File: config.mk
export PLATFORM = sky130hd
export DESIGN_NAME = vpiu_top
export DESIGN_NICKNAME = d
export VERILOG_FILES = /design/src/design/vpiu_pkg.sv /design/src/design/vpiu_top.sv /design/src/design/vpiu_pin_sync.sv /design/src/design/vpiu_lvl_rank.sv
export VERILOG_INCLUDE_DIRS = /design/src /design/src/design
export SDC_FILE = /design/constraint.sdc
export NUM_CORES = 1
export LEC_CHECK = 0
export BUFFER_PORTS_ARGS = -buffer_cell sky130_fd_sc_hd__buf_2
export CORE_ASPECT_RATIO = 0.6
export CORE_UTILIZATION = 49
export DETAILED_ROUTE_END_ITERATION = 10
export PLACE_DENSITY_LB_ADDON = 0.12
export SLEW_MARGIN = 5
export SYNTH_ARGS = -nofsm -noshare
export SYNTH_HDL_FRONTEND = slang
export SYNTH_SLANG_ARGS = --single-unit
File: constraint.sdc
create_clock -name MCLK_I -period 17.6 [get_ports MCLK_I]
set_input_delay 0.88 -clock MCLK_I [delete_from_list [all_inputs] [get_ports MCLK_I]]
set_output_delay 0.88 -clock MCLK_I [all_outputs]
set_load 0.03 [all_outputs]
File: src/design/vpiu_map.svh
// named constants of the vectored priority interrupt unit
`ifndef VPIU_MAP_SVH
`define VPIU_MAP_SVH

// ----------------------------------------------------------------
// sizes
// ----------------------------------------------------------------
`define VPIU_NUM_VEC       10
`define VPIU_NUM_PINS      9
`define VPIU_ADDR_W        20
`define VPIU_IDX_W         4
`define VPIU_NUM_LVL       3
`define VPIU_NUM_TOP_VEC   2

// ----------------------------------------------------------------
// vector addresses, smallest first
// ----------------------------------------------------------------
`define VPIU_VEC_ADDR_0    20'h00003
`define VPIU_VEC_ADDR_1    20'h0000B
`define VPIU_VEC_ADDR_2    20'h00013
`define VPIU_VEC_ADDR_3    20'h0001B
`define VPIU_VEC_ADDR_4    20'h00023
`define VPIU_VEC_ADDR_5    20'h0002B
`define VPIU_VEC_ADDR_6    20'h00033
`define VPIU_VEC_ADDR_7    20'h0003B
`define VPIU_VEC_ADDR_8    20'h00043
`define VPIU_VEC_ADDR_9    20'h0004B

// ----------------------------------------------------------------
// in-service bit positions and reset values
// ----------------------------------------------------------------
`define VPIU_ISR_BOT       0
`define VPIU_ISR_MID       1
`define VPIU_ISR_TOP       2
`define VPIU_ISR_RST       3'h0
`define VPIU_ADDR_RST      20'h00000
`define VPIU_IDX_RST       4'h0

`endif

File: src/design/vpiu_pkg.sv
// types of the vectored priority interrupt unit
package vpiu_pkg;

  // ----------------------------------------------------------------
  // priority levels, numeric order is priority order
  // ----------------------------------------------------------------
  typedef enum logic [1:0] {
    LVL_NONE = 2'h0,
    LVL_BOT  = 2'h1,
    LVL_MID  = 2'h2,
    LVL_TOP  = 2'h3
  } vpiu_lvl_e;

  // ----------------------------------------------------------------
  // offer state machine
  // ----------------------------------------------------------------
  typedef enum logic [1:0] {
    ST_IDLE  = 2'h1,
    ST_OFFER = 2'h2
  } vpiu_state_e;

endpackage

File: src/design/vpiu_top.sv
// vectored priority interrupt unit: merge, rank, arbitrate, nest
`timescale 1ns/10ps
`default_nettype none
`include "vpiu_map.svh"

// How it works
// - three levels, top over middle over bottom
// - equal or lower than in-service level refused
// - highest level wins among simultaneous vectors
// - same level: smallest vector address wins
// - 41 sources merged onto 10 vectors
// - vector 13H: line c, timer, group four, usb, remote
// - vector 1BH: line d, group five, base timer
// - vector 23H: timer high, line six, usb
// - vector 2BH: timer one, line seven, serial, audio
// - vector 33H: first serial, duplex receive
// - vector 3BH: serials, duplex transmit, audio end
// - vector 43H: converter, timers, usb handshakes
// - vector 4BH: port zero, pwm, timers, misc
module vpiu_top (
  input  wire logic                     MCLK_I,
  input  wire logic                     SYS_RST_I,
  // external pins, asynchronous
  input  wire logic                     EXT_IRQ_A_I,
  input  wire logic                     EXT_IRQ_B_I,
  input  wire logic                     EXT_IRQ_C_I,
  input  wire logic                     EXT_IRQ_D_I,
  input  wire logic                     EXT_IRQ_GROUP_FOUR_I,
  input  wire logic                     EXT_IRQ_GROUP_FIVE_I,
  input  wire logic                     EXT_IRQ_SIX_I,
  input  wire logic                     EXT_IRQ_SEVEN_I,
  input  wire logic                     PORT_ZERO_I,
  // on-chip peripheral requests, same clock
  input  wire logic                     TIMER_ZERO_LOW_HALF_I,
  input  wire logic                     USB_HOST_CORE_BUS_ACTIVE_I,
  input  wire logic                     REMOTE_RX_I,
  input  wire logic                     BASE_TIMER_I,
  input  wire logic                     TIMER_ZERO_HIGH_HALF_I,
  input  wire logic                     USB_HOST_CORE_ATTACH_I,
  input  wire logic                     USB_HOST_CORE_DETACH_I,
  input  wire logic                     USB_HOST_CORE_RESUME_I,
  input  wire logic                     TIMER_ONE_LOW_HALF_I,
  input  wire logic                     TIMER_ONE_HIGH_HALF_I,
  input  wire logic                     SYNC_SERIAL_FOURTH_I,
  input  wire logic                     AUDIO_PORT_START_I,
  input  wire logic                     SYNC_SERIAL_FIRST_I,
  input  wire logic                     FULL_DUPLEX_SERIAL_RX_I,
  input  wire logic                     ASYNC_SYNC_SERIAL_I,
  input  wire logic                     SYNC_SERIAL_THIRD_I,
  input  wire logic                     FULL_DUPLEX_SERIAL_TX_I,
  input  wire logic                     AUDIO_PORT_END_I,
  input  wire logic                     ANALOG_CONV_I,
  input  wire logic                     TIMER_SIX_I,
  input  wire logic                     TIMER_SEVEN_I,
  input  wire logic                     USB_HOST_CORE_ACK_I,
  input  wire logic                     USB_HOST_CORE_NAK_I,
  input  wire logic                     USB_HOST_CORE_ERROR_I,
  input  wire logic                     USB_HOST_CORE_STALL_I,
  input  wire logic                     PULSE_WIDTH_CHAN_A_I,
  input  wire logic                     PULSE_WIDTH_CHAN_B_I,
  input  wire logic                     TIMER_FOUR_I,
  input  wire logic                     TIMER_FIVE_I,
  input  wire logic                     USB_HOST_CORE_SOF_I,
  input  wire logic                     MEMORY_COPY_DONE_I,
  input  wire logic                     AUDIO_PORT_ERROR_I,
  // per vector: 1 selects the upper level, 0 the bottom level
  input  wire logic [`VPIU_NUM_VEC-1:0] LVL_HI_SEL_I,
  // processor core side
  input  wire logic                     VEC_ACK_I,
  input  wire logic                     SVC_DONE_I,
  output logic                          VEC_REQ_O,
  output logic      [`VPIU_ADDR_W-1:0]  VEC_ADDR_O,
  output vpiu_pkg::vpiu_lvl_e           VEC_LVL_O,
  output logic      [`VPIU_NUM_LVL-1:0] SVC_MASK_O
);
  import vpiu_pkg::*;

  // ----------------------------------------------------------------
  // vector address table
  // ----------------------------------------------------------------
  localparam logic [`VPIU_ADDR_W-1:0] VEC_ADDR [`VPIU_NUM_VEC] = '{
    `VPIU_VEC_ADDR_0, `VPIU_VEC_ADDR_1, `VPIU_VEC_ADDR_2,
    `VPIU_VEC_ADDR_3, `VPIU_VEC_ADDR_4, `VPIU_VEC_ADDR_5,
    `VPIU_VEC_ADDR_6, `VPIU_VEC_ADDR_7, `VPIU_VEC_ADDR_8,
    `VPIU_VEC_ADDR_9
  };

  // ----------------------------------------------------------------
  // pin synchronisation
  // ----------------------------------------------------------------
  logic [`VPIU_NUM_PINS-1:0] pin_raw;
  logic [`VPIU_NUM_PINS-1:0] pin_sync;

  assign pin_raw = {PORT_ZERO_I,
                    EXT_IRQ_SEVEN_I,
                    EXT_IRQ_SIX_I,
                    EXT_IRQ_GROUP_FIVE_I,
                    EXT_IRQ_D_I,
                    EXT_IRQ_GROUP_FOUR_I,
                    EXT_IRQ_C_I,
                    EXT_IRQ_B_I,
                    EXT_IRQ_A_I};

  // pins cost four cycles of latency; peripherals none
  vpiu_pin_sync #(
    .W (`VPIU_NUM_PINS)
  ) u_pin_sync (
    .clk_i (MCLK_I),
    .rst_i (SYS_RST_I),
    .pin_i (pin_raw),
    .pin_o (pin_sync)
  );

  logic ext_irq_a;
  logic ext_irq_b;
  logic ext_irq_c;
  logic ext_irq_group_four;
  logic ext_irq_d;
  logic ext_irq_group_five;
  logic ext_irq_six;
  logic ext_irq_seven;
  logic port_zero;

  assign {port_zero, ext_irq_seven, ext_irq_six, ext_irq_group_five,
          ext_irq_d, ext_irq_group_four, ext_irq_c, ext_irq_b,
          ext_irq_a} = pin_sync;

  // ----------------------------------------------------------------
  // source merging
  // ----------------------------------------------------------------
  // sources are level requests held by their owner until serviced
  logic [`VPIU_NUM_VEC-1:0] vec_req;

  assign vec_req[0] = ext_irq_a;
  assign vec_req[1] = ext_irq_b;
  assign vec_req[2] = ext_irq_c | TIMER_ZERO_LOW_HALF_I
                    | ext_irq_group_four | USB_HOST_CORE_BUS_ACTIVE_I
                    | REMOTE_RX_I;
  assign vec_req[3] = ext_irq_d | ext_irq_group_five | BASE_TIMER_I;
  assign vec_req[4] = TIMER_ZERO_HIGH_HALF_I | ext_irq_six
                    | USB_HOST_CORE_ATTACH_I | USB_HOST_CORE_DETACH_I
                    | USB_HOST_CORE_RESUME_I;
  assign vec_req[5] = TIMER_ONE_LOW_HALF_I | TIMER_ONE_HIGH_HALF_I
                    | ext_irq_seven | SYNC_SERIAL_FOURTH_I
                    | AUDIO_PORT_START_I;
  assign vec_req[6] = SYNC_SERIAL_FIRST_I | FULL_DUPLEX_SERIAL_RX_I;
  assign vec_req[7] = ASYNC_SYNC_SERIAL_I | SYNC_SERIAL_THIRD_I
                    | FULL_DUPLEX_SERIAL_TX_I | AUDIO_PORT_END_I;
  assign vec_req[8] = ANALOG_CONV_I | TIMER_SIX_I | TIMER_SEVEN_I
                    | USB_HOST_CORE_ACK_I | USB_HOST_CORE_NAK_I
                    | USB_HOST_CORE_ERROR_I | USB_HOST_CORE_STALL_I;
  assign vec_req[9] = port_zero | PULSE_WIDTH_CHAN_A_I
                    | PULSE_WIDTH_CHAN_B_I | TIMER_FOUR_I | TIMER_FIVE_I
                    | USB_HOST_CORE_SOF_I | MEMORY_COPY_DONE_I
                    | AUDIO_PORT_ERROR_I;

  // ----------------------------------------------------------------
  // level ranking
  // ----------------------------------------------------------------
  vpiu_lvl_e vec_lvl [`VPIU_NUM_VEC];

  genvar gi;
  generate
    for (gi = 0; gi < `VPIU_NUM_VEC; gi++) begin : g_rank
      // only the first two vectors reach top
      vpiu_lvl_rank #(
        .HI_LVL (vpiu_lvl_e'((gi < `VPIU_NUM_TOP_VEC) ? LVL_TOP : LVL_MID))
      ) u_rank (
        .req_i    (vec_req[gi]),
        .hi_sel_i (LVL_HI_SEL_I[gi]),
        .lvl_o    (vec_lvl[gi])
      );
    end
  endgenerate

  // ----------------------------------------------------------------
  // in-service level
  // ----------------------------------------------------------------
  logic [`VPIU_NUM_LVL-1:0] isr_q;
  logic [`VPIU_NUM_LVL-1:0] isr_d;
  vpiu_lvl_e                cur_lvl;

  // highest in-service bit sets the level
  always_comb begin
    if (isr_q[`VPIU_ISR_TOP]) begin
      cur_lvl = LVL_TOP;
    end else if (isr_q[`VPIU_ISR_MID]) begin
      cur_lvl = LVL_MID;
    end else if (isr_q[`VPIU_ISR_BOT]) begin
      cur_lvl = LVL_BOT;
    end else begin
      cur_lvl = LVL_NONE;
    end
  end

  // ----------------------------------------------------------------
  // arbitration
  // ----------------------------------------------------------------
  vpiu_lvl_e              best_lvl;
  logic [`VPIU_IDX_W-1:0] best_idx;
  logic                   win;

  always_comb begin
    best_lvl = LVL_NONE;
    best_idx = `VPIU_IDX_RST;
    for (int i = 0; i < `VPIU_NUM_VEC; i++) begin
      // higher level replaces; strict compare keeps lowest index
      if (vec_lvl[i] > best_lvl) begin
        best_lvl = vec_lvl[i];
        best_idx = `VPIU_IDX_W'(i);
      end
    end
  end

  // must beat the level in service
  assign win = (best_lvl > cur_lvl);

  // ----------------------------------------------------------------
  // offer state machine
  // ----------------------------------------------------------------
  vpiu_state_e             state_q;
  vpiu_state_e             state_d;
  logic [`VPIU_ADDR_W-1:0] addr_q;
  logic [`VPIU_ADDR_W-1:0] addr_d;
  vpiu_lvl_e               lvl_q;
  vpiu_lvl_e               lvl_d;
  logic                    grant;

  assign grant = (state_q == ST_OFFER) & VEC_ACK_I;

  // offer is refreshed every cycle so a later, better request can
  // overtake before the core acknowledges
  always_comb begin
    state_d = state_q;
    addr_d  = addr_q;
    lvl_d   = lvl_q;
    case (state_q)
      ST_IDLE: begin
        if (win) begin
          state_d = ST_OFFER;
          addr_d  = VEC_ADDR[best_idx];
          lvl_d   = best_lvl;
        end
      end
      ST_OFFER: begin
        if (VEC_ACK_I) begin
          state_d = ST_IDLE;
        end else if (win) begin
          addr_d = VEC_ADDR[best_idx];
          lvl_d  = best_lvl;
        end else begin
          state_d = ST_IDLE;
        end
      end
      default: begin
        state_d = ST_IDLE;
      end
    endcase
  end

  // ----------------------------------------------------------------
  // nesting: pop on service done, push on grant
  // ----------------------------------------------------------------
  always_comb begin
    isr_d = isr_q;
    if (SVC_DONE_I) begin
      if (isr_q[`VPIU_ISR_TOP]) begin
        isr_d[`VPIU_ISR_TOP] = 1'b0;
      end else if (isr_q[`VPIU_ISR_MID]) begin
        isr_d[`VPIU_ISR_MID] = 1'b0;
      end else begin
        isr_d[`VPIU_ISR_BOT] = 1'b0;
      end
    end
    // granted level now blocks its equals
    if (grant) begin
      if (lvl_q == LVL_TOP) begin
        isr_d[`VPIU_ISR_TOP] = 1'b1;
      end else if (lvl_q == LVL_MID) begin
        isr_d[`VPIU_ISR_MID] = 1'b1;
      end else if (lvl_q == LVL_BOT) begin
        isr_d[`VPIU_ISR_BOT] = 1'b1;
      end
    end
  end

  always_ff @(posedge MCLK_I or posedge SYS_RST_I) begin
    if (SYS_RST_I) begin
      state_q <= ST_IDLE;
      addr_q  <= `VPIU_ADDR_RST;
      lvl_q   <= LVL_NONE;
      isr_q   <= `VPIU_ISR_RST;
    end else begin
      state_q <= state_d;
      addr_q  <= addr_d;
      lvl_q   <= lvl_d;
      isr_q   <= isr_d;
    end
  end

  // ----------------------------------------------------------------
  // outputs
  // ----------------------------------------------------------------
  assign VEC_REQ_O  = (state_q == ST_OFFER);
  assign VEC_ADDR_O = addr_q;
  assign VEC_LVL_O  = lvl_q;
  assign SVC_MASK_O = isr_q;

endmodule

`default_nettype wire

File: src/design/vpiu_pin_sync.sv
// three-stage synchroniser with agreement filter for pin requests
`timescale 1ns/10ps
`default_nettype none

module vpiu_pin_sync #(
  parameter int W = 1
) (
  input  wire logic         clk_i,
  input  wire logic         rst_i,
  input  wire logic [W-1:0] pin_i,
  output logic      [W-1:0] pin_o
);

  logic [W-1:0] s1_q;
  logic [W-1:0] s2_q;
  logic [W-1:0] s3_q;
  logic [W-1:0] out_q;
  logic [W-1:0] out_d;

  // only bits where stages two and three agree move on
  always_comb begin
    out_d = (s2_q & ~(s2_q ^ s3_q)) | (out_q & (s2_q ^ s3_q));
  end

  always_ff @(posedge clk_i or posedge rst_i) begin
    if (rst_i) begin
      s1_q  <= '0;
      s2_q  <= '0;
      s3_q  <= '0;
      out_q <= '0;
    end else begin
      s1_q  <= pin_i;
      s2_q  <= s1_q;
      s3_q  <= s2_q;
      out_q <= out_d;
    end
  end

  assign pin_o = out_q;

endmodule

`default_nettype wire

File: src/design/vpiu_lvl_rank.sv
// level of one vector from its merged request and level select
`timescale 1ns/10ps
`default_nettype none

module vpiu_lvl_rank #(
  parameter vpiu_pkg::vpiu_lvl_e HI_LVL = vpiu_pkg::LVL_MID
) (
  input  wire logic      req_i,
  input  wire logic      hi_sel_i,
  output vpiu_pkg::vpiu_lvl_e lvl_o
);
  import vpiu_pkg::*;

  always_comb begin
    if (!req_i) begin
      lvl_o = LVL_NONE;
    end else if (hi_sel_i) begin
      lvl_o = HI_LVL;
    end else begin
      lvl_o = LVL_BOT;
    end
  end

endmodule

`default_nettype wire

# Yosys cells after proc, flatten, opt, wreduce, memory -nomap -nowiden
# Memories as Yosys holds them, arrays and structs flattened.
# Index checks and enable logic that the tools add are counted.
dict set report op_classes {
  order_cmp 12
  n_eq_ne 8
  mux 63
  bitwise 38
  reduce_logical 3
}
# op n
set ops {}
lappend ops {{2-to-1 mux 20 bit} 4}
lappend ops {{2-to-1 mux 2 bit} 39}
lappend ops {{one-hot mux 20 bit (2 select lines)} 1}
lappend ops {{2-to-1 mux 4 bit} 8}
lappend ops {{OR 1 bit} 31}
lappend ops {{greater-than comparator 2 bit} 10}
lappend ops {{bitwise AND 9 bit} 2}
lappend ops {{inverter 9 bit} 1}
lappend ops {{OR 9 bit} 1}
lappend ops {{bitwise XOR 9 bit} 1}
lappend ops {{one-hot mux 2 bit (2 select lines)} 2}
lappend ops {{2-to-1 mux 1 bit} 7}
lappend ops {{== test 2 bit (second input constant)} 3}
lappend ops {{2-to-1 mux 3 bit} 2}
lappend ops {{greater-or-equal comparator 5 bit (second input constant)} 1}
lappend ops {{inverter 4 -> 5 bit} 1}
lappend ops {{== test 2 x 1 -> 1 bit (second input constant)} 2}
lappend ops {{inequality test 2 bit (second input constant)} 2}
lappend ops {{AND reduction 2 bit} 2}
lappend ops {{inequality test 3 bit (second input constant)} 1}
lappend ops {{greater-than comparator 2 x 1 -> 1 bit (second input constant)} 1}
lappend ops {{nonzero test 2 bit} 1}
lappend ops {{bitwise AND 1 bit} 1}
dict set report word_totals {
  ff_bits 63
  romBits 320
  in_bits 55
  out_inout_bits 26
  wordCells 133
  mem_count 1
}
# memory depth width read_ports rd_ports_with_merged_regs wr line
set mem_list {}
lappend mem_list {{(name not given)} 16 20 1 0 0 vpiu_top.sv:249} ;# addr_d = VEC_ADDR[best_idx];

# Longest topological paths before layout
dict set report depth {
  word_depth 29
  depth_mapped 49
  depth_no_buf 49
}

# By module
# A second synthesis with hierarchy kept.
dict set report hier_totals {
  hier_cells 261
  hier_area_um2 2720.1
}
# module n_inst cells_each area_per_inst_um2 seq_area_each_um2
set modules_own_cells {}
lappend modules_own_cells {vpiu_top 1 195 1556.5 301.5}
lappend modules_own_cells {vpiu_pin_sync 1 46 1006.0 900.9}
lappend modules_own_cells {{vpiu_lvl_rank at g_rank[2].u_rank ...} 8 2 16.3 0.0}
lappend modules_own_cells {{vpiu_lvl_rank at g_rank[0].u_rank ...} 2 2 13.8 0.0}

# Worst setup path after synthesis
# Ideal clock, no wire load.
dict set report synth_path {
  path_type {input-to-reg}
  from {input port USB_HOST_CORE_BUS_ACTIVE_I}
  to {register addr_q[3], in the netlist VEC_ADDR_O[3]}
  setup_ps 126
  arrival_time_ps 9300
  required_time_ps 17474
  path_slack_ps 8175
  stages 48
  path_buffers 0
  path_cell_list {nor4_1 > nand2_1 > nand2_1 > ha_1 > o21ba_1 > a2111o_1 > o311ai_0 > ha_1 > o21bai_1 > a222oi_1 > a21oi_1 > ha_1 > inv_1 > o22a_1 > a211oi_2 > o21bai_1 > ha_1 > nor2_1 > [... 12 more ...] > o21bai_1 > ha_1 > inv_1 > o22ai_1 > nor3b_1 > a21oi_1 > nand2_1 > ha_1 > inv_1 > o22ai_1 > a21oi_1 > a31o_1 > ha_1 > nand2_1 > o221ai_1 > or3_1 > o21ai_0 > a21oi_1}
}
dict set report synth_via {
  elab_chain_len 26
  word_cells_on_any_way 35
  cone_classes {order compare (9); mux (22); bitwise (3); memory (1)}
}
# element line
set synth_lines {}
lappend synth_lines {{from (decl)} vpiu_top.sv:35} ;# input wire logic USB_HOST_CORE_BUS_ACTIVE_I,
lappend synth_lines {{OR 1 bit (*)} vpiu_top.sv:137} ;# | ext_irq_group_four | USB_HOST_CORE_BUS_ACTIVE_I
lappend synth_lines {{OR 1 bit (*)} vpiu_top.sv:138} ;# | REMOTE_RX_I;
lappend synth_lines {{2-to-1 mux 2 bit (*)} vpiu_lvl_rank.sv:15} ;# if (!req_i) begin
lappend synth_lines {{greater-than comparator 2 bit} vpiu_top.sv:208} ;# if (vec_lvl[i] > best_lvl) begin
lappend synth_lines {{2-to-1 mux 2 bit} vpiu_top.sv:208}
lappend synth_lines {{greater-than comparator 2 bit} vpiu_top.sv:208}
lappend synth_lines {{2-to-1 mux 2 bit} vpiu_top.sv:208}
lappend synth_lines {{greater-than comparator 2 bit} vpiu_top.sv:208}
lappend synth_lines {{[... 9 more ...]} --}
lappend synth_lines {{greater-than comparator 2 bit} vpiu_top.sv:208}
lappend synth_lines {{2-to-1 mux 4 bit} vpiu_top.sv:208}
lappend synth_lines {{inverter 4 -> 5 bit (implied by the code)} {vpiu_top.sv:241, vpiu_top.sv:249}}
lappend synth_lines {{memory (16 x 20 bit)} --}
lappend synth_lines {{2-to-1 mux 20 bit (implied by the code) (2 in a row)} vpiu_top.sv:249}
lappend synth_lines {{2-to-1 mux 20 bit (*)} vpiu_top.sv:239} ;# if (win) begin
lappend synth_lines {{2-to-1 mux 20 bit} vpiu_top.sv:246} ;# if (VEC_ACK_I) begin
lappend synth_lines {{one-hot mux 20 bit (2 select lines) (*)} vpiu_top.sv:237} ;# case (state_q)
lappend synth_lines {{to (signal assigned)} vpiu_top.sv:290} ;# addr_q <= `VPIU_ADDR_RST;
lappend synth_lines {{to (signal assigned)} vpiu_top.sv:295} ;# addr_q <= addr_d;
lappend synth_lines {{to (decl)} vpiu_top.sv:223} ;# logic [`VPIU_ADDR_W-1:0] addr_q;
# Mark *: on every way between the ends. The rest lies on a longest branch, timed or not. The select of a mux whose other input is x is not followed.
# A chain may end at the register's enable or synchronous reset.

# Worst setup path after layout
# Same ends and word-level chain as after synthesis.

==> run_results.csv <==
group,metric,value,unit
cells_and_area,syn2layout_area_growth,16.8,%
grt,grt_usage,17.9,%
clock_network,cts.htree.levels,2,
grt,overflow,0,
hold_path,timing.hold.worst_endpoint,"u_pin_sync.s2_q[1]$_DFF_PP0_",
sta,rsz0062_at_grt,"false",
hold_path,hold_path_depth,0,
synth,synthCells,253,
die,pin_count,81,
synth,unique_cell_type_count_in_the_yosys_netlist,44,
synth,synth_largest_type_area_fraction,44.8,%
run_status,run_status,"finished clean",
sta,finalHoldViolations,0,
clock_network,path_clk_slew,0.08,ns
setup_path,crit_path_frequent_cell,"sky130_fd_sc_hd__ha_1",
synth,ys_top_cells_by_area,"sky130_fd_sc_hd__dfrtp_1 45%, sky130_fd_sc_hd__ha_1 14%, sky130_fd_sc_hd__buf_4 4.3%",
sta,fin_crit_sh,61.7,%
die,die_w,96.4,um
routing,detailed_route_iter0_violations,66,
die,fp.coreArea,5100,sq um
pwr,p_leak,1.62,nW
placement,placement.setup.worst_slack,6.34,ns
setup_path,worst_path_largest_cell_delay,0.72,ns
setup_path,path_max_fanout,13,
grt,grt_use_met2,26.7,%
grt,pin_count_of_the_biggest_net_entering_global_routing,49,
routing,detail_route.first_pass.iterations,4,
die,initial_utilization,51.4,%
setup_path,rrSetupSlack,6.97,ns
die,die_h,58.7,um
grt,grt_busiest_layer,"met2",
die,placementRows,20,
pwr,post-layout-total-power,0.340,mW
setup_path,rr_endpoint,"VEC_ADDR_O[3]$_DFFE_PP0P_",
sta,number_of_max_slew_violations_in_the_final_report,0,
cells_and_area,final_net_count,408,
pwr,power.ir.vdd_worst,0.0000550,V
routing,drc,0,
routing,drt-vias-per-instance,4.93,
synth,postSynthAreaPerCell,10.4,sq um
cells_and_area,layout.cells.most_common_list,"66 x sky130_fd_sc_hd__buf_2, 47 x sky130_fd_sc_hd__dfrtp_1, 30 x sky130_fd_sc_hd__ha_1",
clock_network,clock_sinks,48,
hold_path,hp-class,"reg -> reg",
setup_path,critical_path.slowest_cell,"sky130_fd_sc_hd__o221ai_1",
sta,timing.final.crit_period,10.86,ns
setup_path,timing.critical_path.from_type,"input port",
setup_path,worst_r2r_path_depth,47,
routing,drtAntennaViolNets,0,
sta,timing_worst_slew_pin_value,0.944,ns
synth,yosys_warnings,0,
clock_network,post_cts.repair.setup_buffers,0,
synth,post_synth_instance_area,2620,sq um
sta,timing.max_slew.rel_slack,37.0,%
hold_path,hold_path.startpoint,"u_pin_sync.s1_q[1]$_DFF_PP0_",
grt,groute.layer.met1.usage,25.2,%
setup_path,critPathCaptureType,"flop",
sta,report.final.setup_viol,0,
sta,setup_tns,0,ns
clock_network,worst_skew_pair.late_latency,0.30,ns
grt,wire_length_of_the_first_global_routing_pass,7.53,mm
placement,place.port_buffers,66,
setup_path,cp_class,"in -> reg",
setup_path,cp_data_required_time,17.83,ns
routing,via_count,1922,
synth,ys_seq_elements,48,
cells_and_area,n_antenna_cell,0,
grt,grt_pass1_vias,1698,
clock_network,cts_hold_buf,0,
clock_network,cts.repair.resized,0,
synth,synth_edf_count,0,
pwr,p_per_area,111,nW/um^2
clock_network,cell_at_the_root_of_the_clock_tree,"sky130_fd_sc_hd__clkbuf_8",
cells_and_area,drive_gt1_share,25.3,%
routing,routed_wirelength,4.56,mm
placement,dp_hpwl,3.69,mm
setup_path,crit_arrival,11.09,ns
placement,gp_routability_congestion,0.794,
routing,avgRoutedWirePerCell,11.7,um
cells_and_area,most_common_library_cell_in_the_layout_ignoring_fill_and_taps,"sky130_fd_sc_hd__buf_2",
sta,fin_ws,6.74,ns
synth,synth_top_area_cell,"sky130_fd_sc_hd__dfrtp_1",
synth,leading_register_cell_type_out_of_synthesis,"sky130_fd_sc_hd__dfrtp_1",
synth,sequential_to_total_area_share_from_yosys_stat,45.8,%
run,max_cap_viol_count,0,
sta,final.setup_skew,0.00578,ns
grt,grtUsageMet3,5.43,%
die,fp.dieArea,5660,sq um
synth,async_flop_share,100,%
sta,max_clock_freq,92.1,MHz
clock_network,cts.path.max_buffers,2,
clock_network,numCtsBuffers,5,
grt,antenna_found_initial,0,
clock_network,tritoncts,"yes",
-- kinds of logic (layout without fill, tap and decap cells) --
family	count (synthesis)	after routing	share of synthesized area (%)
adders and majority gates	39	39	17.7
AOI/OAI and AO/OA	51	51	14.1
and+or+nand+nor	67	67	12.8
other	1	14	0.143
buffers and inverters	45	103	8.59
DFF	48	48	45.8
muxes	2	2	0.811
-- critical path: cells and delay by family --
| kind | cells | cell delay (ns) |
|---|---|---|
| muxes | 2 | 0.55 |
| and+or+nand+nor | 10 | 1.36 |
| AOI/OAI and AO/OA | 20 | 5.51 |
| buffers and inverters | 7 | 0.59 |
| adders and majority gates | 9 | 2.18 |
-- synth_stat cells (all sizes together), types with 2 or more instances --
cell type / count
nor2b: 3
o221ai: 2
o22a: 3
o21bai: 6
dfrtp: 47
o21ai: 10
and2: 2
o31ai: 3
maj3: 9
nor3b: 2
nor3: 5
nand2b: 9
ha: 30
inv: 29
nor2: 10
nor4: 5
or2: 2
a21oi: 8
o22ai: 7
nand2: 24
a21o: 2
buf: 15
-- how the worst max path moves through the flow --
stage                                     from                        end  slack (ns)  cells past startpoint
finish              USB_HOST_CORE_BUS_ACTIVE_I  VEC_ADDR_O[3]$_DFFE_PP0P_        6.74                     48
global route        USB_HOST_CORE_BUS_ACTIVE_I  VEC_ADDR_O[3]$_DFFE_PP0P_        5.57                     48
CTS                 USB_HOST_CORE_BUS_ACTIVE_I  VEC_ADDR_O[3]$_DFFE_PP0P_        6.63                     48
detailed placement  USB_HOST_CORE_BUS_ACTIVE_I  VEC_ADDR_O[3]$_DFFE_PP0P_        6.34                     48
global placement    USB_HOST_CORE_BUS_ACTIVE_I  VEC_ADDR_O[3]$_DFFE_PP0P_        6.64                     48
floorplan           USB_HOST_CORE_BUS_ACTIVE_I  VEC_ADDR_O[3]$_DFFE_PP0P_        8.17                     48
-- cell type report --
cell class | count | area, sq um
fillers | 437 | 2040
multi-input cells | 173 | 1240
flip-flops and latches | 48 | 1200
repair buffers | 66 | 330
inverters | 29 | 109
clock buffers | 6 | 82.6
well taps | 66 | 82.6
clock inverters | 2 | 13.8
-- metrics by stage --
stage / std cells / instance area (sq um) / utilization, % / hold WS [ns]
2_1_floorplan: 266 / 2670 / - / 0.331
3_3_place_gp: 382 / 2970 / 58.1 / 0.332
3_5_place_dp: 382 / 2970 / 58.1 / 0.335
4_1_cts: 390 / 3060 / 60.0 / 0.355
5_1_grt: 390 / 3060 / 60.0 / 0.360
6_report: 390 / 3060 / 60.0 / 0.352
-- metal layers --
layer	part of all wire [%]	up-vias	wire length, um
met5	0	-	0
met4	1.2	0	56
met3	6.4	8	294
met2	41	56	1890
met1	51	871	2320
li1	-	987	-
-- where the power goes --
part / leakage (nW) / internal, mW / total [mW] / switching [mW]
combinational: 0.999 / 0.0500 / 0.134 / 0.0838
sequential: 0.565 / 0.127 / 0.138 / 0.0107
clock: 0.0516 / 0.0321 / 0.0680 / 0.0359
total: 1.62 / 0.209 / 0.340 / 0.130
Note: power is estimated with default switching activity, not from simulation.
